## config.mk

```make
export PLATFORM = sky130hd
export DESIGN_NAME = pad_regs
export DESIGN_NICKNAME = d
export VERILOG_FILES = /design/src/include/pad_pkg.sv /design/src/rtl/pad_regs.sv
export VERILOG_INCLUDE_DIRS = /design/src /design/src/include
export SDC_FILE = /design/constraint.sdc
export NUM_CORES = 1
export LEC_CHECK = 0
export ABC_CLOCK_PERIOD_IN_PS = 1650
export BUFFER_PORTS_ARGS = -buffer_cell sky130_fd_sc_hd__buf_2
export CORE_AREA = 5 5 62 64
export DETAILED_ROUTE_END_ITERATION = 7
export DIE_AREA = 0 0 67 69
export PLACE_DENSITY = 0.84
export SLEW_MARGIN = 10
export SYNTH_ARGS = -nofsm -noshare
export SYNTH_HDL_FRONTEND = slang
export SYNTH_SLANG_ARGS = --single-unit
```

## constraint.sdc

```tcl
create_clock -name i_clk_sys -period 1.65 [get_ports i_clk_sys]
set_clock_uncertainty 0.05 [all_clocks]
set_input_delay 0.495 -clock i_clk_sys [delete_from_list [all_inputs] [get_ports i_clk_sys]]
set_output_delay 0.495 -clock i_clk_sys [all_outputs]
set_load 0.05 [all_outputs]
```

## src/include/pad_regs.svh

```systemverilog
// Register offsets, field positions and reset values of the diagnostic bank
`ifndef PAD_REGS_SVH
`define PAD_REGS_SVH
`define PAD_ADDR_DIAG        5'h12
`define PAD_ADDR_XCVR        5'h13
`define PAD_DIAG_RESET       16'h0000
`define PAD_XCVR_RESET       16'h4000
`define PAD_RDATA_RESET      16'h0000
`define PAD_UNMAPPED_READ    16'h0000
`define PAD_BIT_FAIL         12
`define PAD_BIT_DUPLEX       11
`define PAD_BIT_RATE         10
`define PAD_BIT_SIGDET       9
`define PAD_BIT_LOCK         8
`endif

```

## src/include/pad_pkg.sv

```systemverilog
// Types of the diagnostic register bank
package pad_pkg;
  typedef logic [15:0] pad_word_t;
  typedef logic [4:0]  pad_addr_t;
endpackage : pad_pkg

```

## src/rtl/pad_regs.sv

```systemverilog
// Auto-negotiation diagnostic and transceiver gain control registers
//
// Behaviour
// - Address 0x12 is a read-only diagnostic register resetting to zero that reports the last negotiation.
// - Bit 12 is set when negotiation finds no common technology and fails.
// - The failure flag stays set until a read of the diagnostic register in a cycle without i_neg_fail clears it.
// - Bit 10 reads high for a 100BASE-TX result and low for 10BASE-T.
// - Diagnostic bits 15:13 and 7:0 read as zero and software must not rely on them.
// - Address 0x13 is a read/write transceiver control register resetting to 0x4000.
// - The transceiver control register holds the transmit output gain setting.
// - All registers can be polled by single reads over the management access.
`timescale 1ns/1ps
`include "pad_regs.svh"

module pad_regs
  import pad_pkg::*;
(
  // Clock and reset
  input  wire logic      i_clk_sys,
  input  wire logic      i_reset_n,
  // Management register access
  input  wire logic      i_mgmt_rd,
  input  wire logic      i_mgmt_wr,
  input  wire pad_addr_t i_mgmt_addr,
  input  wire pad_word_t i_mgmt_wdata,
  output pad_word_t      o_mgmt_rdata,
  // Negotiation results from the PHY core, same clock
  input  wire logic      i_neg_done,
  input  wire logic      i_neg_fail,
  input  wire logic      i_neg_full_duplex,
  input  wire logic      i_neg_rate_100,
  input  wire logic      i_receive_signal_detect,
  input  wire logic      i_rx_lock,
  // Transmit gain setting
  output pad_word_t      o_tx_gain_ctrl
);

  // Address match against one register offset
  function automatic logic pad_addr_hit(
    input pad_addr_t addr,
    input pad_addr_t target
  );
    return (addr == target);
  endfunction : pad_addr_hit

  // Diagnostic word with reserved bits held at zero
  function automatic pad_word_t pad_diag_pack(
    input logic fail,
    input logic duplex,
    input logic rate,
    input logic sigdet,
    input logic lock
  );
    pad_word_t word;
    word                  = `PAD_DIAG_RESET;
    word[`PAD_BIT_FAIL]   = fail;
    word[`PAD_BIT_DUPLEX] = duplex;
    word[`PAD_BIT_RATE]   = rate;
    word[`PAD_BIT_SIGDET] = sigdet;
    word[`PAD_BIT_LOCK]   = lock;
    return word;
  endfunction : pad_diag_pack

  // Unmapped addresses read as zero
  function automatic pad_word_t pad_read_select(
    input logic      hit_diag,
    input logic      hit_xcvr,
    input pad_word_t diag,
    input pad_word_t gain
  );
    pad_word_t word;
    word = `PAD_UNMAPPED_READ;
    case ({hit_diag, hit_xcvr})
      2'h2:    word = diag;
      2'h1:    word = gain;
      default: word = `PAD_UNMAPPED_READ;
    endcase
    return word;
  endfunction : pad_read_select

  // Diagnostic state
  logic      negotiation_failed_flag_reg;
  logic      negotiation_failed_flag_next;
  logic      negotiated_duplex_reg;
  logic      negotiated_duplex_next;
  logic      rate_reg;
  logic      rate_next;
  logic      receive_signal_detect_reg;
  logic      receive_signal_detect_next;
  logic      lock_reg;
  logic      lock_next;

  // Transceiver control state
  pad_word_t gain_reg;
  pad_word_t gain_next;

  // Read data state
  pad_word_t rdata_reg;
  pad_word_t rdata_next;

  // Decode and selection
  logic      sel_diag;
  logic      sel_xcvr;
  logic      diag_read;
  logic      gain_write;
  pad_word_t diag_word;
  pad_word_t read_word;

  // Failure flag terms
  logic      fail_set;
  logic      fail_keep;

  // Address decode
  assign sel_diag   = pad_addr_hit(i_mgmt_addr, `PAD_ADDR_DIAG);
  assign sel_xcvr   = pad_addr_hit(i_mgmt_addr, `PAD_ADDR_XCVR);

  // Strobes qualified by address
  assign diag_read  = i_mgmt_rd && sel_diag;
  assign gain_write = i_mgmt_wr && sel_xcvr;

  assign diag_word = pad_diag_pack(
    negotiation_failed_flag_reg,
    negotiated_duplex_reg,
    rate_reg,
    receive_signal_detect_reg,
    lock_reg
  );

  assign read_word = pad_read_select(
    sel_diag,
    sel_xcvr,
    diag_word,
    gain_reg
  );

  // Set wins over a read clear in the same cycle
  assign fail_set                     = i_neg_fail;
  assign fail_keep                    = negotiation_failed_flag_reg & ~diag_read;
  assign negotiation_failed_flag_next = fail_set | fail_keep;

  // Results latch on completion and hold until the next one
  assign negotiated_duplex_next = i_neg_done ? i_neg_full_duplex
                                             : negotiated_duplex_reg;
  assign rate_next              = i_neg_done ? i_neg_rate_100
                                             : rate_reg;

  // Line status follows its inputs one cycle later
  assign receive_signal_detect_next = i_receive_signal_detect;
  assign lock_next                  = i_rx_lock;

  // Writes to any other address are ignored
  assign gain_next = gain_write ? i_mgmt_wdata
                                : gain_reg;

  // Read data holds until the next read strobe
  assign rdata_next = i_mgmt_rd ? read_word
                                : rdata_reg;

  // Failure flag
  always_ff @(posedge i_clk_sys or negedge i_reset_n) begin
    if (!i_reset_n) begin
      negotiation_failed_flag_reg <= 1'h0;
    end else begin
      negotiation_failed_flag_reg <= negotiation_failed_flag_next;
    end
  end

  // Negotiated duplex
  always_ff @(posedge i_clk_sys or negedge i_reset_n) begin
    if (!i_reset_n) begin
      negotiated_duplex_reg <= 1'h0;
    end else begin
      negotiated_duplex_reg <= negotiated_duplex_next;
    end
  end

  // Negotiated rate
  always_ff @(posedge i_clk_sys or negedge i_reset_n) begin
    if (!i_reset_n) begin
      rate_reg <= 1'h0;
    end else begin
      rate_reg <= rate_next;
    end
  end

  // Receive signal detect
  always_ff @(posedge i_clk_sys or negedge i_reset_n) begin
    if (!i_reset_n) begin
      receive_signal_detect_reg <= 1'h0;
    end else begin
      receive_signal_detect_reg <= receive_signal_detect_next;
    end
  end

  // Receiver lock
  always_ff @(posedge i_clk_sys or negedge i_reset_n) begin
    if (!i_reset_n) begin
      lock_reg <= 1'h0;
    end else begin
      lock_reg <= lock_next;
    end
  end

  // Transmit gain control
  always_ff @(posedge i_clk_sys or negedge i_reset_n) begin
    if (!i_reset_n) begin
      gain_reg <= `PAD_XCVR_RESET;
    end else begin
      gain_reg <= gain_next;
    end
  end

  // Read data
  always_ff @(posedge i_clk_sys or negedge i_reset_n) begin
    if (!i_reset_n) begin
      rdata_reg <= `PAD_RDATA_RESET;
    end else begin
      rdata_reg <= rdata_next;
    end
  end

  // Register outputs
  assign o_mgmt_rdata   = rdata_reg;
  assign o_tx_gain_ctrl = gain_reg;

endmodule : pad_regs

```

==> results.sh, run 1 <==
export IMPL_cp_cell_sequence="buf_6"
export IMPL_die_h_um=69
export IMPL_syn_avg_cell_area_um2=12.7
export IMPL_n_antenna_cell=0
export IMPL_cp_slowest_cell="dfstp_2"
export IMPL_dr_total_vias=1155
export IMPL_stdcell_area_um2=2060
export IMPL_highest_layer="met4"
export IMPL_synth_nets=155
export IMPL_final_common_cell="buf_2"
export IMPL_worst_setup_path_start_kind="flop"
export IMPL_io_buffers=62
export IMPL_yosysWarningCount=0
export IMPL_syn2layout_area_growth_pct=33.4
export IMPL_grt_setup_unrepaired="false"
export IMPL_grt_max_degree=30
export IMPL_cp_max_fo=2
export IMPL_worst_pin_slew_ns=0.521
export IMPL_num_nets_final=225
export IMPL_ys_seq_area_share_pct=60.0
export IMPL_grt_pass1_wl_mm=5.60
export IMPL_rows=21
export IMPL_cts_buffers=5
export IMPL_dp_hpwl_mm=2.59
export IMPL_root_buffer="clkbuf_4"
export IMPL_crit_type="flop to output pin"
export IMPL_finalHoldViolations=0
export IMPL_cts_sinks=37
export IMPL_fmax_ghz=0.629
export IMPL_grt_pass1_vias=1253
export IMPL_path_delay_family="flip-flops"
export IMPL_gp_congestion=0.790
export IMPL_final_setup_viol_count=0
export IMPL_drtPass1Iterations=2
export IMPL_worstPathRequired_ns=1.10
export IMPL_layout_common_cells="buf_2 (61), dfrtp_1 (36), inv_1 (19)"
export IMPL_end_kind="output pin"
export IMPL_drc=0
export IMPL_place_area_um2=1970
export IMPL_met1_length_mm=1.47
export IMPL_grt_usage_pct=15.8
export IMPL_clk_pin_slew_ns=0.11
export IMPL_relSlewSlack_pct=65.3
export IMPL_leakage_nw=1.04
export IMPL_total_power_mw=2.18
export IMPL_routed_wl_mm=3.39
export IMPL_ys_seq_elements=37
export IMPL_fillers=298
export IMPL_crit_buf_inv=1
export IMPL_drv_slew=0
export IMPL_wl_per_cell_um=14.2
export IMPL_num_io_pins=63
export IMPL_powerDensity_nw_per_um2=1060
export IMPL_clock_latency_ns=0.33
export IMPL_die_x_um=67
export IMPL_start_util_pct=47.8
export IMPL_critPathMaxStageDelay_ns=0.56
export IMPL_fin_crit_sh_pct=96.4
export IMPL_min_period_ns=1.59
export IMPL_grt_ovfl_total=0
export IMPL_core_um2=3230
export IMPL_outcome="complete, no violations"
export IMPL_ys_types=20
export IMPL_wl_met2_mm=1.59
export IMPL_drtAntennaViolNets=0
export IMPL_drt_initial_drc_count=46
export IMPL_cts_tree="done"
export IMPL_layout_drive_gt1_share_pct=52.3
export IMPL_die_area_um2=4620
export IMPL_cap_viol_max_count=0
export IMPL_hold_class="input pin to flop"
export IMPL_peakVddDrop_uv=609
export IMPL_clockBufferDepth=2
export IMPL_htree_levels=2
export IMPL_antenna_found_initial=0
export IMPL_via_per_inst=4.83
export IMPL_syn_inst=122
export IMPL_route_met3_wl_um=292
export IMPL_cp_arrival_ns=1.05
export IMPL_syn_area_um2=1550
==> cell families after synthesis <==
family / share of synthesized area (%)
AND/OR/NAND/NOR: 6.56
AO/OA/AOI/OAI: 8.42
flip-flops: 60.0
buffers and inverters: 7.85
adder cells (fa/ha/maj): 1.62
multiplexers: 15.5
==> synth_stat cells <==
cell type	n	area (um2)
nor2b_1	1	6.26
a22oi_1	5	37.5
nand3_1	11	55.1
buf_12	1	20.0
and3_4	1	11.3
buf_6	1	11.3
nor2_1	1	3.75
mux2_2	8	90.1
dfstp_2	1	26.3
mux2_4	10	150
dfrtp_1	36	901
and2_1	1	6.26
a31oi_1	1	6.26
and4bb_1	1	12.5
ha_1	2	25.0
inv_1	19	71.3
o22ai_1	5	31.3
o21ai_0	11	55.1
nand2b_1	1	6.26
clkbuf_1	5	18.8
==> through the flow <==
step / hold slack [ns] / TNS [ns] / utilization, % / setup slack, ns / std cells
after CTS: 0.192 / 0 / 63.8 / 0.0212 / 239
after detailed placement: 0.386 / -3.66 / 60.9 / -0.208 / 229
after global routing: 0.195 / 0 / 63.8 / 0.00949 / 239
after global placement: 0.385 / -2.82 / 60.9 / -0.151 / 229
final: 0.214 / 0 / 63.8 / 0.0594 / 239
after floorplan: 0.149 / -0.847 / - / -0.0615 / 122
==> worst reg2reg max path, delay by kind of cell, from the launching register on <==
family,cells,cell delay [ns]
DFF,1,0.56
AOI/OAI and AO/OA,1,0.09
buffers and inverters,1,0.11
and+or+nand+nor,1,0.06
==> what timing repair did <==
| action | 4_1_cts | 5_1_grt |
|---|---|---|
| buffers inserted | 1 | 0 |
| gates resized for setup | 2 | 0 |
| endpoints found under the setup margin | 1 | 0 |
| hold endpoints to repair | 11 | 0 |
| hold buffers | 1 | 0 |
==> cell type report <==
type	count	area, um2	area share [%]
tap	46	57.6	2.79
timing repair buffer	70	417	20.2
sequential	37	927	45.0
inverter	19	71.3	3.46
multi-input combinational	59	519	25.2
clock inverter	1	5.00	0.243
clock buffer	7	65.1	3.16
==> routing by layer <==
metal / global-route usage (%) / vias to the layer above
li1: - / 553
met1: 19.7 / 549
met2: 26.0 / 48
met3: 5.36 / 5
met4: 4.05 / 0
met5: 0 / -
==> worst paths after layout <==
check / start / end / slack (ns) / cells past startpoint
setup / recovery: o_tx_gain_ctrl[14] / o_tx_gain_ctrl[14] / 0.06 / 1
hold / removal: i_rx_lock / lock_reg / 0.21 / 1
setup reg to reg: o_tx_gain_ctrl[14] / o_mgmt_rdata[14] / 0.72 / 3
hold reg to reg: o_mgmt_rdata[7] / o_mgmt_rdata[7] / 0.46 / 2
max in group asynchronous: i_reset_n / lock_reg / 0.49 / 3
min in group asynchronous: i_reset_n / o_tx_gain_ctrl[6] / 0.56 / 2
==> where the power goes <==
| group | internal [mW] | switching (mW) | total, mW |
|---|---|---|---|
| sequential | 0.997 | 0.0676 | 1.07 |
| combinational | 0.193 | 0.389 | 0.582 |
| clock | 0.247 | 0.285 | 0.532 |
| total | 1.44 | 0.742 | 2.18 |
(Power assumes the default switching activity.)
==> inputs of run 2 (changes only) <==
- BUFFER_PORTS_ARGS: -buffer_cell sky130_fd_sc_hd__buf_2 -> default
- DONT_BUFFER_PORTS: default -> 1
- PLACE_DENSITY: 0.84 -> 0.67
- REMOVE_ABC_BUFFERS: default -> 1
==> run 2 against run 1 <==
Against the previous run:
- power is 6.0% lower
- flip-flop and latch count stayed put
- sequential share of layout area is 9.5 points higher
- combinational power is 74% lower
- routed wire length is 7.6% lower
- cell area is 17% lower
==> results.sh, run 2 (synthesis results as in run 1) <==
export IMPL_grt_setup_unrepaired="false"
export IMPL_num_io_pins=63
export IMPL_num_nets_final=162
export IMPL_cts_resized=0
export IMPL_io_buffers=0
export IMPL_switching_share_pct=34.5
export IMPL_clockPowerShare_pct=26.1
export IMPL_rows=21
export IMPL_n_antenna_cell=0
export IMPL_grt_ovfl_total=0
export IMPL_cp_max_fo=3
export IMPL_fmax_ghz=0.624
export IMPL_fin_crit_sh_pct=97.2
export IMPL_cts_tree="done"
export IMPL_grt_max_degree=38
export IMPL_drv_slew=0
export IMPL_cp_arrival_ns=1.06
export IMPL_grtUsageMet1_pct=19.0
export IMPL_die_x_um=67
export IMPL_hold_class="input pin to flop"
export IMPL_worst_setup_path_start_kind="flop"
export IMPL_clockBufferDepth=2
export IMPL_end_kind="output pin"
export IMPL_leakage_nw=0.738
export IMPL_powerDensity_nw_per_um2=1200
export IMPL_p_sw_mw=0.706
export IMPL_start_util_pct=47.8
export IMPL_hold_slack_ns=0.125
export IMPL_outcome="complete, no violations"
export IMPL_routed_wl_mm=3.14
export IMPL_seqPwrFrac_pct=66.6
export IMPL_min_period_ns=1.60
export IMPL_die_area_um2=4620
export IMPL_drtPass1Iterations=4
export IMPL_cts_sinks=37
export IMPL_cap_viol_max_count=0
export IMPL_wl_per_cell_um=17.8
export IMPL_via_per_inst=5.41
export IMPL_met2_usage_pct=21.9
export IMPL_antenna_found_initial=0
export IMPL_final_setup_viol_count=0
export IMPL_cts_buffers=5
export IMPL_hp_start="i_rx_lock"
export IMPL_clock_latency_ns=0.33
export IMPL_tns_ns=0
export IMPL_crit_type="flop to output pin"
export IMPL_final_common_cell="dfrtp_1"
export IMPL_htree_levels=2
export IMPL_cp_startpoint="o_tx_gain_ctrl[14]"
export IMPL_dr_total_vias=953
export IMPL_worst_pin_slew_ns=0.534
export IMPL_layout_drive_gt1_share_pct=26.2
export IMPL_dp_hpwl_mm=2.27
export IMPL_drtAntennaViolNets=0
export IMPL_die_h_um=69
export IMPL_core_um2=3230
export IMPL_power_frac_comb_pct=7.3
export IMPL_grt_usage_pct=15.0
export IMPL_grt_pass1_wl_mm=5.26
export IMPL_drc=0
export IMPL_utilization_pct=52.7
export IMPL_p_int_mw=1.34
export IMPL_syn2layout_area_growth_pct=10.2
export IMPL_relSlewSlack_pct=64.4
export IMPL_root_buffer="clkbuf_4"
export IMPL_peakVddDrop_uv=688
export IMPL_grt_pass1_vias=1045
export IMPL_grt_use_met3_pct=8.12
export IMPL_finalHoldViolations=0
export IMPL_layout_common_cells="dfrtp_1 (36), inv_1 (19), nand3_1 (11), o21ai_0 (11), mux2_4 (10)"
export IMPL_drt_initial_drc_count=64
export IMPL_worstPathRequired_ns=1.10
export IMPL_gp_congestion=0.619
export IMPL_r2r_start="o_tx_gain_ctrl[12]"
export IMPL_clk_pin_slew_ns=0.10
export IMPL_grt_busiest_layer="met2"
[run 2: routing by layer]
layer  up-vias  share of wire, %
met3         5                12
met1       473                38
met5         -                 0
li1        428                 -
met2        47                48
met4         0               1.2
[run 2: layout make-up]
class / count / area (um2)
inverters: 19 / 71.3
multi-input cells: 59 / 497
repair buffers: 7 / 80.1
well taps: 46 / 57.6
clock buffers: 7 / 65.1
flip-flops and latches: 37 / 927
clock inverters: 1 / 5.00
fillers: 296 / 1530
[run 2: stage by stage]
stage               cell area [um2]  instances  setup WS (ns)  total power, mW
floorplan                      1500        115         -0.151             1.47
global placement               1600        166         -0.115             1.51
detailed placement             1600        166         -0.183             1.51
CTS                            1700        176         0.0249             2.08
global route                   1700        176       0.000171             2.14
finish                         1700        176         0.0465             2.05
[run 2: repair_timing]
item,4_1_cts,5_1_grt
hold endpoints to repair,37,0
hold buffers,2,0
setup buffers,0,0
endpoints found under the setup margin,0,0
[run 2: path summary, 6_finish.rpt]
path / to / slack, ns / depth (start not counted)
max in group asynchronous: o_tx_gain_ctrl[14] / 0.75 / 2
worst max-delay path: o_tx_gain_ctrl[14] / 0.05 / 0
worst max register to register: o_mgmt_rdata[12] / 0.47 / 2
min in group asynchronous: o_tx_gain_ctrl[13] / 0.56 / 2
worst min register to register: negotiated_duplex_reg / 0.48 / 1
worst min-delay path: lock_reg / 0.12 / 0
[run 2: power by group through the flow]
stage	registers (mW)	clock network, mW	logic, mW
floorplan	1.36	0	0.113
global placement	1.38	0	0.121
detailed placement	1.39	0	0.127
CTS	1.37	0.557	0.153
global route	1.38	0.597	0.168
finish	1.36	0.534	0.150
==> inputs of run 3 (changes only) <==
- MAX_ROUTING_LAYER: default -> met4
==> run 3 against run 2 <==
Against the previous run:
- global-route usage increased by 0.41 points
- hold slack about the same
- maximum frequency about the same
- largest cell class unchanged
- die area unchanged
- final cell count unchanged
- critical endpoint unchanged
- highest routed layer unchanged
- sequential share of layout area unchanged
- clock power about the same
==> results.sh, run 3 (synthesis results as in run 1) <==
export IMPL_crit_type="flop to output pin"
export IMPL_grt_setup_unrepaired="false"
export IMPL_core_um2=3230
export IMPL_grt_pass1_wl_mm=5.27
export IMPL_layout_drive_gt1_share_pct=26.2
export IMPL_clockBufferDepth=2
export IMPL_powerDensity_nw_per_um2=1200
export IMPL_final_common_cell="dfrtp_1"
export IMPL_grt_usage_pct=15.5
export IMPL_io_buffers=0
export IMPL_grt_max_degree=38
export IMPL_rows=21
export IMPL_drt_initial_drc_count=74
export IMPL_cts_sinks=37
export IMPL_hold_class="input pin to flop"
export IMPL_peakVddDrop_uv=688
export IMPL_seqPwrFrac_pct=66.6
export IMPL_holdPathEnd="lock_reg"
export IMPL_htree_levels=2
export IMPL_grt_ovfl_total=0
export IMPL_utilization_pct=52.7
export IMPL_worst_setup_path_start_kind="flop"
export IMPL_hp_start="i_rx_lock"
export IMPL_dr_total_vias=959
export IMPL_cts_tree="done"
export IMPL_die_h_um=69
export IMPL_fmax_ghz=0.624
export IMPL_cap_viol_max_count=0
export IMPL_cp_arrival_ns=1.06
export IMPL_fin_crit_sh_pct=97.2
export IMPL_worst_pin_slew_ns=0.530
export IMPL_grt_pass1_vias=1042
export IMPL_clockPowerShare_pct=26.1
export IMPL_start_util_pct=47.8
export IMPL_dp_slack_ns=-0.183
export IMPL_antenna_found_initial=0
export IMPL_hold_slack_ns=0.125
export IMPL_final_setup_viol_count=0
export IMPL_cp_max_fo=3
export IMPL_syn2layout_area_growth_pct=10.2
export IMPL_end_kind="output pin"
export IMPL_hold_path_depth=0
export IMPL_power_frac_comb_pct=7.3
export IMPL_hold_buffers=2
export IMPL_leakage_nw=0.738
export IMPL_gp_congestion=0.624
export IMPL_cts_resized=0
export IMPL_num_nets_final=162
export IMPL_p_sw_mw=0.706
export IMPL_p_int_mw=1.34
export IMPL_dp_hpwl_mm=2.27
export IMPL_clock_latency_ns=0.33
export IMPL_post_cts_buffers=0
export IMPL_drc=0
export IMPL_routed_wl_mm=3.14
export IMPL_via_per_inst=5.45
export IMPL_min_period_ns=1.60
export IMPL_die_x_um=67
export IMPL_r2r_end="o_mgmt_rdata[12]"
export IMPL_r2r_start="o_tx_gain_ctrl[12]"
export IMPL_wl_per_cell_um=17.9
export IMPL_relSlewSlack_pct=64.7
export IMPL_die_area_um2=4620
export IMPL_tns_ns=0
export IMPL_n_antenna_cell=0
export IMPL_r2r_cells=2
export IMPL_finalHoldViolations=0
export IMPL_cts_buffers=5
export IMPL_clk_pin_slew_ns=0.10
export IMPL_drv_slew=0
export IMPL_regToRegSetupSlack_ns=0.47
export IMPL_switching_share_pct=34.5
export IMPL_setup_slack_ns=0.0465
export IMPL_drtPass1Iterations=4
export IMPL_layout_common_cells="dfrtp_1 (36), inv_1 (19), nand3_1 (11), o21ai_0 (11), mux2_4 (10)"
export IMPL_worstPathRequired_ns=1.10
export IMPL_num_io_pins=63
export IMPL_outcome="complete, no violations"
export IMPL_drtAntennaViolNets=0
export IMPL_root_buffer="clkbuf_4"
[run 3: metal layers]
metal | part of all wire [%] | vias up | track usage (%)
li1 | - | 428 | -
met1 | 39 | 477 | 19.4
met2 | 48 | 49 | 21.9
met3 | 12 | 5 | 7.47
met4 | 1.2 | 0 | 4.73
met5 | 0 | - | -
[run 3: how the worst max path moves through the flow]
stage	from	to	slack, ns	cells after the start
global placement	i_mgmt_addr[2]	o_mgmt_rdata[13]	-0.11	7
detailed placement	i_mgmt_addr[2]	o_mgmt_rdata[2]	-0.18	7
CTS	o_tx_gain_ctrl[14]	o_tx_gain_ctrl[14]	0.02	0
global route	o_tx_gain_ctrl[14]	o_tx_gain_ctrl[14]	0.0002	0
floorplan	i_mgmt_addr[2]	o_mgmt_rdata[12]	-0.15	6
finish	o_tx_gain_ctrl[14]	o_tx_gain_ctrl[14]	0.05	0
[run 3: per-stage QoR]
stage	area (um2)	std cells	total power, mW
final	1700	176	2.05
after global routing	1700	176	2.14
after detailed placement	1600	166	1.51
after global placement	1600	166	1.51
after CTS	1700	176	2.08
after floorplan	1500	115	1.47
[run 3: layout make-up]
type	instances	area, um2
well taps	46	57.6
fillers	296	1530
clock inverters	1	5.00
clock buffers	7	65.1
inverters	19	71.3
repair buffers	7	80.1
multi-input cells	59	497
flip-flops and latches	37	927
[run 3: power by group through the flow]
stage,clock network (mW),logic (mW),registers [mW]
detailed placement,0,0.127,1.39
finish,0.534,0.150,1.36
floorplan,0,0.113,1.36
CTS,0.557,0.153,1.37
global placement,0,0.121,1.38
global route,0.597,0.168,1.38
